<file path="src/lfm_pkg.sv">
// Shared constants and types of the LED driver fault manager
package lfm_pkg;
	localparam logic [3:0] OFS_CTRL = 4'h0;
	localparam logic [3:0] OFS_STATUS = 4'h4;
	localparam logic [3:0] OFS_MASK = 4'h8;
	localparam logic [3:0] OFS_STATE = 4'hC;
	localparam logic [31:0] CTRL_RST = 32'h0000_0001;
	localparam logic [7:0] MASK_RST = 8'h00;
	localparam int CTRL_RUN_BIT = 0;
	localparam int EV_SEC_OV = 0;
	localparam int EV_FREQUENCY_SETTING_PIN = 1;
	localparam int EV_CURRENT_SETTING_PIN = 2;
	localparam int EV_OT = 3;
	localparam int EV_UV = 4;
	localparam int EV_OUT_OV = 5;
	localparam int EV_REMOVED = 6;
	localparam int EV_SHUTDOWN = 7;
	localparam int NUM_EV = 8;
	localparam int LOW_CYCLES = 32750;
	localparam int MIN_LOW_CYCLES = 8;
	localparam int DEF_CHANNELS = 2;
	typedef enum logic [1:0] {ST_OFF, ST_START, ST_RUN} lfm_state_t;
endpackage

</file>
<file path="src/lfm_low_counter.sv">
// Counter of consecutive clock cycles with the enable/dimming input low
`timescale 1ns/1ps
`default_nettype none
module lfm_low_counter #(
	parameter int LOW_CYCLES = lfm_pkg::LOW_CYCLES
) (
	input wire logic clk,
	input wire logic arst_n,
	input wire logic en_dim,
	output logic low_done
);
	logic [15:0] cnt_r;

	if (LOW_CYCLES < lfm_pkg::MIN_LOW_CYCLES || LOW_CYCLES > 65535)
	begin : g_bad_count
		$error("LOW_CYCLES out of range");
	end

	// Saturates so a long low time keeps the done level up
	always_ff @(posedge clk or negedge arst_n)
	begin
		if (!arst_n)
			cnt_r <= 16'h0000;
		else if (en_dim)
			cnt_r <= 16'h0000;
		else if (cnt_r != LOW_CYCLES[15:0])
			cnt_r <= cnt_r + 16'h0001;
	end

	assign low_done = (cnt_r == LOW_CYCLES[15:0]);
endmodule // lfm_low_counter
`default_nettype wire

</file>
<file path="src/lfm_chan_mask.sv">
// Per-channel record of LED strings taken out of operation
`timescale 1ns/1ps
`default_nettype none
module lfm_chan_mask #(
	parameter int N_CH = lfm_pkg::DEF_CHANNELS
) (
	input wire logic clk,
	input wire logic arst_n,
	input wire logic clr,
	input wire logic capture,
	input wire logic [N_CH-1:0] led_open,
	input wire logic [N_CH-1:0] led_overv,
	output logic [N_CH-1:0] removed
);
	if (N_CH < 1 || N_CH > 16)
	begin : g_bad_ch
		$error("N_CH out of range");
	end

	// A new detection wins over a clear in the same cycle
	for (genvar i = 0; i < N_CH; i++)
	begin : g_ch
		always_ff @(posedge clk or negedge arst_n)
		begin
			if (!arst_n)
				removed[i] <= 1'b0;
			else
				removed[i] <= (removed[i] & ~clr) | (capture & led_open[i]) | led_overv[i];
		end
	end
endmodule // lfm_chan_mask
`default_nettype wire

</file>
<file path="src/lfm_top.sv">
// Fault response controller with Avalon-MM register access
//
// The placing of the registers and the Avalon-MM interface to the registers were left to the implementer.
`timescale 1ns/1ps
`default_nettype none
module lfm_top #(
	parameter int N_CH = lfm_pkg::DEF_CHANNELS,
	parameter int LOW_CYCLES = lfm_pkg::LOW_CYCLES
) (
	input wire logic CLK,
	input wire logic ARST_N,
	input wire logic [3:0] AVS_ADDRESS,
	input wire logic AVS_READ,
	input wire logic AVS_WRITE,
	input wire logic [31:0] AVS_WRITEDATA,
	output logic [31:0] AVS_READDATA,
	output logic AVS_WAITREQUEST,
	input wire logic EN_DIM,
	input wire logic SEC_OV,
	input wire logic [N_CH-1:0] LED_SHORT,
	input wire logic [N_CH-1:0] LED_OPEN,
	input wire logic [N_CH-1:0] LED_OVERV,
	input wire logic CURRENT_SETTING_PIN_OC,
	input wire logic FREQUENCY_SETTING_PIN_OC,
	input wire logic OUT_OV,
	input wire logic OVER_TEMP,
	input wire logic IN_UV,
	output logic BOOST_EN,
	output logic DISCONNECT_EN,
	output logic [N_CH-1:0] SINK_EN,
	output logic FAULT_FLAG,
	output logic RAISE_VOUT,
	output logic SOFTSTART_GO,
	output logic IRQ
);
	lfm_pkg::lfm_state_t state_r;
	lfm_pkg::lfm_state_t state_nxt;
	logic low_done;
	logic sec_latch_r;
	logic [N_CH-1:0] removed;
	logic capture;
	logic clear_all;
	logic ack_r;
	logic req;
	logic take;
	logic run_en;
	logic [31:0] ctrl_r;
	logic [lfm_pkg::NUM_EV-1:0] status_r;
	logic [lfm_pkg::NUM_EV-1:0] mask_r;
	logic [lfm_pkg::NUM_EV-1:0] ev_lvl;
	logic [lfm_pkg::NUM_EV-1:0] ev_prev_r;
	logic [lfm_pkg::NUM_EV-1:0] ev_rise;
	logic bst_ok;
	logic disc_ok;
	logic sink_ok;
	logic start_ok;

	lfm_low_counter #(
		.LOW_CYCLES(LOW_CYCLES)
	) u_low (
		.clk(CLK),
		.arst_n(ARST_N),
		.en_dim(EN_DIM),
		.low_done(low_done)
	);

	lfm_chan_mask #(
		.N_CH(N_CH)
	) u_mask (
		.clk(CLK),
		.arst_n(ARST_N),
		.clr(clear_all),
		.capture(capture),
		.led_open(LED_OPEN),
		.led_overv(LED_OVERV),
		.removed(removed)
	);

	// Shutdown and undervoltage both wipe every latched fault
	assign clear_all = IN_UV | low_done;
	assign run_en = ctrl_r[lfm_pkg::CTRL_RUN_BIT];

	// Set wins so a fault arriving during the clear is never lost
	always_ff @(posedge CLK or negedge ARST_N)
	begin
		if (!ARST_N)
			sec_latch_r <= 1'b0;
		else
			sec_latch_r <= SEC_OV | (sec_latch_r & ~clear_all);
	end

	assign start_ok = (LED_SHORT == '0) & ~sec_latch_r & ~SEC_OV & ~FREQUENCY_SETTING_PIN_OC & ~OVER_TEMP;

	always_comb
	begin
		state_nxt = state_r;
		case (state_r)
			lfm_pkg::ST_OFF:
				if (EN_DIM && !IN_UV)
					state_nxt = lfm_pkg::ST_START;
			lfm_pkg::ST_START:
				if (start_ok)
					state_nxt = lfm_pkg::ST_RUN;
			lfm_pkg::ST_RUN:
				if (SEC_OV || FREQUENCY_SETTING_PIN_OC || OVER_TEMP)
					state_nxt = lfm_pkg::ST_START;
			default:
				state_nxt = lfm_pkg::ST_OFF;
		endcase
		if (clear_all)
			state_nxt = lfm_pkg::ST_OFF;
	end

	always_ff @(posedge CLK or negedge ARST_N)
	begin
		if (!ARST_N)
			state_r <= lfm_pkg::ST_OFF;
		else
			state_r <= state_nxt;
	end

	always_ff @(posedge CLK or negedge ARST_N)
	begin
		if (!ARST_N)
			SOFTSTART_GO <= 1'b0;
		else
			SOFTSTART_GO <= (state_r == lfm_pkg::ST_START) && (state_nxt == lfm_pkg::ST_RUN);
	end

	// Permissions of all active faults are ANDed, most restrictive wins
	assign bst_ok = (state_r == lfm_pkg::ST_RUN) & run_en & ~SEC_OV & ~sec_latch_r
		& ~CURRENT_SETTING_PIN_OC & ~FREQUENCY_SETTING_PIN_OC & ~OUT_OV & ~OVER_TEMP & ~IN_UV;
	assign disc_ok = (state_r != lfm_pkg::ST_OFF) & run_en & ~SEC_OV & ~sec_latch_r
		& ~FREQUENCY_SETTING_PIN_OC & ~OVER_TEMP & ~clear_all;
	assign sink_ok = (state_r == lfm_pkg::ST_RUN) & run_en & ~SEC_OV & ~sec_latch_r
		& ~CURRENT_SETTING_PIN_OC & ~FREQUENCY_SETTING_PIN_OC & ~OVER_TEMP & ~clear_all;

	always_ff @(posedge CLK or negedge ARST_N)
	begin
		if (!ARST_N)
		begin
			BOOST_EN <= 1'b0;
			DISCONNECT_EN <= 1'b0;
			SINK_EN <= '0;
			FAULT_FLAG <= 1'b0;
		end
		else
		begin
			BOOST_EN <= bst_ok;
			DISCONNECT_EN <= disc_ok;
			SINK_EN <= {N_CH{sink_ok}} & ~removed;
			FAULT_FLAG <= (SEC_OV | sec_latch_r | FREQUENCY_SETTING_PIN_OC) & ~clear_all;
		end
	end

	// Open search: push the output up until overvoltage names the open pins
	assign capture = (state_r == lfm_pkg::ST_RUN) & OUT_OV & ~clear_all;

	always_ff @(posedge CLK or negedge ARST_N)
	begin
		if (!ARST_N)
			RAISE_VOUT <= 1'b0;
		else
			RAISE_VOUT <= (state_r == lfm_pkg::ST_RUN) & ((LED_OPEN & ~removed) != '0) & ~OUT_OV;
	end

	// Avalon slave: one wait cycle, data registered at the release edge
	assign req = AVS_READ | AVS_WRITE;
	assign AVS_WAITREQUEST = req & ~ack_r;
	assign take = req & ack_r;

	always_ff @(posedge CLK or negedge ARST_N)
	begin
		if (!ARST_N)
			ack_r <= 1'b0;
		else
			ack_r <= req & ~ack_r;
	end

	always_ff @(posedge CLK or negedge ARST_N)
	begin
		if (!ARST_N)
			AVS_READDATA <= 32'h0000_0000;
		else if (AVS_READ && !ack_r)
		begin
			if (AVS_ADDRESS == lfm_pkg::OFS_CTRL)
				AVS_READDATA <= ctrl_r;
			else if (AVS_ADDRESS == lfm_pkg::OFS_STATUS)
				AVS_READDATA <= {24'h00_0000, status_r};
			else if (AVS_ADDRESS == lfm_pkg::OFS_MASK)
				AVS_READDATA <= {24'h00_0000, mask_r};
			else if (AVS_ADDRESS == lfm_pkg::OFS_STATE)
				AVS_READDATA <= {12'h000, 16'(removed), FAULT_FLAG, sec_latch_r, state_r};
			else
				AVS_READDATA <= 32'h0000_0000;
		end
	end

	always_ff @(posedge CLK or negedge ARST_N)
	begin
		if (!ARST_N)
		begin
			ctrl_r <= lfm_pkg::CTRL_RST;
			mask_r <= lfm_pkg::MASK_RST;
		end
		else if (take && AVS_WRITE)
		begin
			if (AVS_ADDRESS == lfm_pkg::OFS_CTRL)
				ctrl_r <= {31'h0000_0000, AVS_WRITEDATA[lfm_pkg::CTRL_RUN_BIT]};
			else if (AVS_ADDRESS == lfm_pkg::OFS_MASK)
				mask_r <= AVS_WRITEDATA[lfm_pkg::NUM_EV-1:0];
		end
	end

	// Fault events caught on their rising edge
	assign ev_lvl[lfm_pkg::EV_SEC_OV] = sec_latch_r;
	assign ev_lvl[lfm_pkg::EV_FREQUENCY_SETTING_PIN] = FREQUENCY_SETTING_PIN_OC;
	assign ev_lvl[lfm_pkg::EV_CURRENT_SETTING_PIN] = CURRENT_SETTING_PIN_OC;
	assign ev_lvl[lfm_pkg::EV_OT] = OVER_TEMP;
	assign ev_lvl[lfm_pkg::EV_UV] = IN_UV;
	assign ev_lvl[lfm_pkg::EV_OUT_OV] = OUT_OV;
	assign ev_lvl[lfm_pkg::EV_REMOVED] = removed != '0;
	assign ev_lvl[lfm_pkg::EV_SHUTDOWN] = low_done;
	assign ev_rise = ev_lvl & ~ev_prev_r;

	always_ff @(posedge CLK or negedge ARST_N)
	begin
		if (!ARST_N)
			ev_prev_r <= '0;
		else
			ev_prev_r <= ev_lvl;
	end

	// A read clears status, but an event in the same cycle survives
	for (genvar e = 0; e < lfm_pkg::NUM_EV; e++)
	begin : g_stat
		always_ff @(posedge CLK or negedge ARST_N)
		begin
			if (!ARST_N)
				status_r[e] <= 1'b0;
			else if (ev_rise[e])
				status_r[e] <= 1'b1;
			else if (take && AVS_READ && AVS_ADDRESS == lfm_pkg::OFS_STATUS)
				status_r[e] <= 1'b0;
		end
	end

	assign IRQ = (status_r & mask_r) != '0;
endmodule // lfm_top
`default_nettype wire

</file>
<file path="config.mk">
export PLATFORM = sky130hd
export DESIGN_NAME = lfm_top
export DESIGN_NICKNAME = d
export VERILOG_FILES = /design/src/lfm_pkg.sv /design/src/lfm_low_counter.sv /design/src/lfm_chan_mask.sv /design/src/lfm_top.sv
export SDC_FILE = /design/constraint.sdc
export NUM_CORES = 1
export LEC_CHECK = 0
export ABC_AREA = 1
export BUFFER_PORTS_ARGS = -buffer_cell sky130_fd_sc_hd__buf_2
export CAP_MARGIN = 20
export CORE_MARGIN = 2
export CORE_UTILIZATION = 45
export CTS_CLUSTER_SIZE = 25
export DETAILED_ROUTE_END_ITERATION = 8
export PLACE_DENSITY = 0.69
export SYNTH_ARGS = -nofsm -noshare
export SYNTH_HDL_FRONTEND = slang
export SYNTH_HIERARCHICAL = 1
export SYNTH_SLANG_ARGS = --single-unit
</file>
<file path="constraint.sdc">
create_clock -name CLK -period 4.4 [get_ports CLK]
set_clock_uncertainty 0.15 [all_clocks]
set_input_delay 1.1 -clock CLK [delete_from_list [all_inputs] [get_ports CLK]]
set_output_delay 1.1 -clock CLK [all_outputs]
set_load 0.01 [all_outputs]
</file>
==> out/summary.log <==
[outcome] run status complete, no violations
[cells_and_area] area added between synthesis and finish 11.7%
[grt] all-layer global routing usage 18.8%
[route] 1st-iter DRT viols 97
[worst_setup_path] largest fanout on the critical path 3
[worst_setup_path] cells traversed along the worst timing path buf_2 -> nor2_1 -> nor2_1 -> buf_2
[sta] Hold Slack 246 ps
[cells_and_area] number of fill cells 687
[synth] register area share after synthesis 47.8%
[worst_setup_path] launching instance or port of the critical path AVS_READ
[floorplan] width of the chip 88.9 µm
[grt] largest net degree at the start of global routing 34
[clocking] TritonCTS clock tree yes
[clocking] number of clock sinks 62
[route] DR pass1 iterations 4
[route] Via density 4.81
[cells_and_area] number of antenna cells inserted 0
[sta] highest attainable clock frequency 360 MHz
[placed_design] cell count after placement 540
[clocking] CTS root buf sky130_fd_sc_hd__clkbuf_8
[synth] mean cell area of the mapped netlist 8.03 µm²
[synth] fraction of synthesized cell area taken by the top area cell type 47.0%
[clocking] clock network latency to the later pin of the worst-skew pair 330 ps
[floorplan] row cnt 30
[synth] cell type with the largest total area after synthesis sky130_fd_sc_hd__dfrtp_1
[route] Detail Route Antenna Nets 0
[synth] dominant synthesized flop cell sky130_fd_sc_hd__dfrtp_1
[worst_setup_path] worst endpoint required time 3150 ps
[synth] top cells by area in the synthesized netlist sky130_fd_sc_hd__dfrtp_1 47%, sky130_fd_sc_hd__nand2_1 11%, sky130_fd_sc_hd__nand3_1 6.9%
[grt] global-route wire length before repair 11,300 µm
[worst_setup_path] cell with the largest stage delay on the worst path sky130_fd_sc_hd__buf_2
[clocking] buffers inserted by post-CTS timing repair 0
[floorplan] I/O pin count 94
[synth] number of standard cells after synthesis 404
[cells_and_area] Net count, final 510
[route] WL/cell 12.1 µm
[synth] combined area of all synthesized cells 3250 µm²
[min_path] Hold Startpoint sec_latch_r
[route] overall routed net length 6700 µm
[sta] part of the cycle the worst path needs 63.1%
[grt] aggregate global routing overflow 0
[power] power density of the placed cells 335 nW/µm²
[cells_and_area] number of standard cells in the final layout excluding fillers 554
[route] routed via count 2,662
[min_path] path category of the worst min-delay check flip-flop to flip-flop
[sta] Relative slew margins 50.9%
[sta] Pins Over Slew Limit 0
[synth] number of different library cells in the post-synthesis netlist 29
[worst_setup_path] reg2reg start u_low/cnt_r[3]
[power] peak supply drop 0.145 mV
[worst_setup_path] arrival time at the worst endpoint 1530 ps
[grt] antenna violations before repair 0
[clocking] number of buffers on the longest clock path 2
[worst_setup_path] type of origin of the critical path input pin
[floorplan] area of the die 7910 µm²
[sta] minimum clock period 2780 ps
[synth] leading post-synthesis cells by instance count 98 x sky130_fd_sc_hd__nand2_1, 61 x sky130_fd_sc_hd__dfrtp_1, 52 x sky130_fd_sc_hd__inv_1
[synth] warnings from Yosys 6
[worst_setup_path] maximum single-stage delay on the critical path 150 ps
[placed_design] count of port buffers added during placement 45
[clocking] number of clock buffers inserted by TritonCTS 9
[floorplan] standard cell core area 6870 µm²
[cells_and_area] share of cells above drive strength 1 20.7%
[synth] async set or reset register ratio after synthesis 100%
[clocking] CTS resizes 0
[grt] vias in the first global route 2,518
[sta] total negative slack 0 ps
[sta] unrepaired setup endpoints after global routing no
[clocking] H-tree levels 3
[sta] final number of hold-violating endpoints 0
[synth] flip-flop and latch count after synthesis 62
[sta] final count of negative-setup-slack endpoints 0
[synth] Post-synth EDFFs 0
[job] Maximum Capacitance Violations 0
[floorplan] starting density of the core 47.2%
[clocking] clock-pin slew on the worst setup and hold paths 70 ps
[clocking] count of hold-fix buffers inserted at cts 0
[route] DRC violation count after routing 0
[placed_design] routability congestion estimate from global placement 0.845
[synth] library cell with the highest instance count after synthesis sky130_fd_sc_hd__nand2_1
[worst_setup_path] Setup Crit Path Kind input pin to primary output
[sta] actual transition at the worst max-transition pin 736 ps
[worst_setup_path] minimum setup slack among reg-to-reg paths 2300 ps
[placed_design] Detail Placement HPWL 4970 µm
[power] leakage power of the design 1.94 nW
[floorplan] die height 88.9 µm
[worst_setup_path] kind of end point of the critical path primary output
==> per-layer routing <==
layer  track usage, %  share of wire, %  vias to the layer above
met3             5.82               7.5                       16
met2             31.3                49                      101
met1             23.4                42                     1225
met4             6.06               1.7                        0
li1                 -                 -                     1320
met5                0                 0                        -
==> placed cells by master (no fill, tap or decap) <==
master and n:
sky130_fd_sc_hd__xor2_1 2, sky130_fd_sc_hd__o21bai_1 3, sky130_fd_sc_hd__nand4_1 5, sky130_fd_sc_hd__or2_2 2, sky130_fd_sc_hd__nand2_2 7, sky130_fd_sc_hd__conb_1 24
sky130_fd_sc_hd__clkbuf_8 10, sky130_fd_sc_hd__nor2_1 44, sky130_fd_sc_hd__nand4_2 1, sky130_fd_sc_hd__nand3_1 45, sky130_fd_sc_hd__buf_2 45, sky130_fd_sc_hd__xnor2_1 1
sky130_fd_sc_hd__nor2_4 5, sky130_fd_sc_hd__nand2_1 98, sky130_fd_sc_hd__nand3_4 1, sky130_fd_sc_hd__clkbuf_1 2, sky130_fd_sc_hd__ha_1 2, sky130_fd_sc_hd__o21ai_0 10
sky130_fd_sc_hd__nor2_2 5, sky130_fd_sc_hd__nor3_1 8, sky130_fd_sc_hd__nand3_2 4, sky130_fd_sc_hd__o22ai_1 1, sky130_fd_sc_hd__inv_2 3, sky130_fd_sc_hd__inv_1 52
sky130_fd_sc_hd__dfstp_2 1, sky130_fd_sc_hd__buf_4 1, sky130_fd_sc_hd__a21oi_1 4, sky130_fd_sc_hd__dfrtp_1 61, sky130_fd_sc_hd__o21ai_2 8, sky130_fd_sc_hd__o21ai_1 1
sky130_fd_sc_hd__clkinv_2 2
==> where the power goes <==
part           switching, mW  internal (mW)  leakage [nW]
Sequential            0.0381          0.611         0.778
Combinational         0.0973         0.0562          1.08
Clock                  0.200          0.212        0.0821
Total                  0.335          0.879          1.94
==> area by class of cell <==
cell class	instances	area [µm²]	share of cell area, %
inverter	55	206	5.69
sequential	62	1550	42.8
clock inverter	2	10.0	0.276
clock buffer	12	145	4.00
multi-input combinational	281	1360	37.5
timing repair buffer	46	233	6.42
tap	96	120	3.31
==> critical path: cells and delay by family <==
kind,cells,cell delay [ps]
buf+inv,2,260
simple gates,2,160
==> state kept, by name, indices dropped and copies added, names as in the netlist <==
| register | count |
|---|---|
| AVS_READDATA | 8 |
| u_low/cnt_r | 16 |
| DISCONNECT_EN | 1 |
| SINK_EN | 2 |
| RAISE_VOUT | 1 |
| ev_prev_r | 8 |
| status_r | 8 |
| sec_latch_r | 1 |
| ack_r | 1 |
| BOOST_EN | 1 |
| ctrl_r | 1 |
| mask_r | 8 |
| state_r | 2 |
| u_mask/removed | 2 |
| FAULT_FLAG | 1 |
| SOFTSTART_GO | 1 |
==> kinds of logic (layout without fill, tap and decap cells) <==
kind of cell	count (synthesis)	count (layout)	synth area share, %
simple gates	225	225	32.2
compound gates	27	27	5.36
xor+xnor	3	3	0.810
fa+ha+maj	2	2	0.771
buf+inv	84	115	13.0
flops	62	62	47.8
other cells	1	24	0.116
==> through the flow <==
step | utilization [%] | instance area [µm²] | setup slack [ps] | power, mW
floorplan | - | 3330 | 1840 | 0.760
global placement | 50.5 | 3470 | 1640 | 0.806
detailed placement | 50.5 | 3470 | 1640 | 0.813
CTS | 52.8 | 3630 | 1630 | 1.23
global route | 52.8 | 3630 | 1570 | 1.28
finish | 52.8 | 3630 | 1620 | 1.21
==> final timing paths <==
check,end,cells after the start
setup / recovery,AVS_WAITREQUEST,4
hold / removal,ev_prev_r[0],0
setup reg to reg,u_mask/removed[1],9
hold reg to reg,ev_prev_r[0],0
max in group asynchronous,ctrl_r[0],2
min in group asynchronous,mask_r[5],1
(Power assumes the default switching activity.)
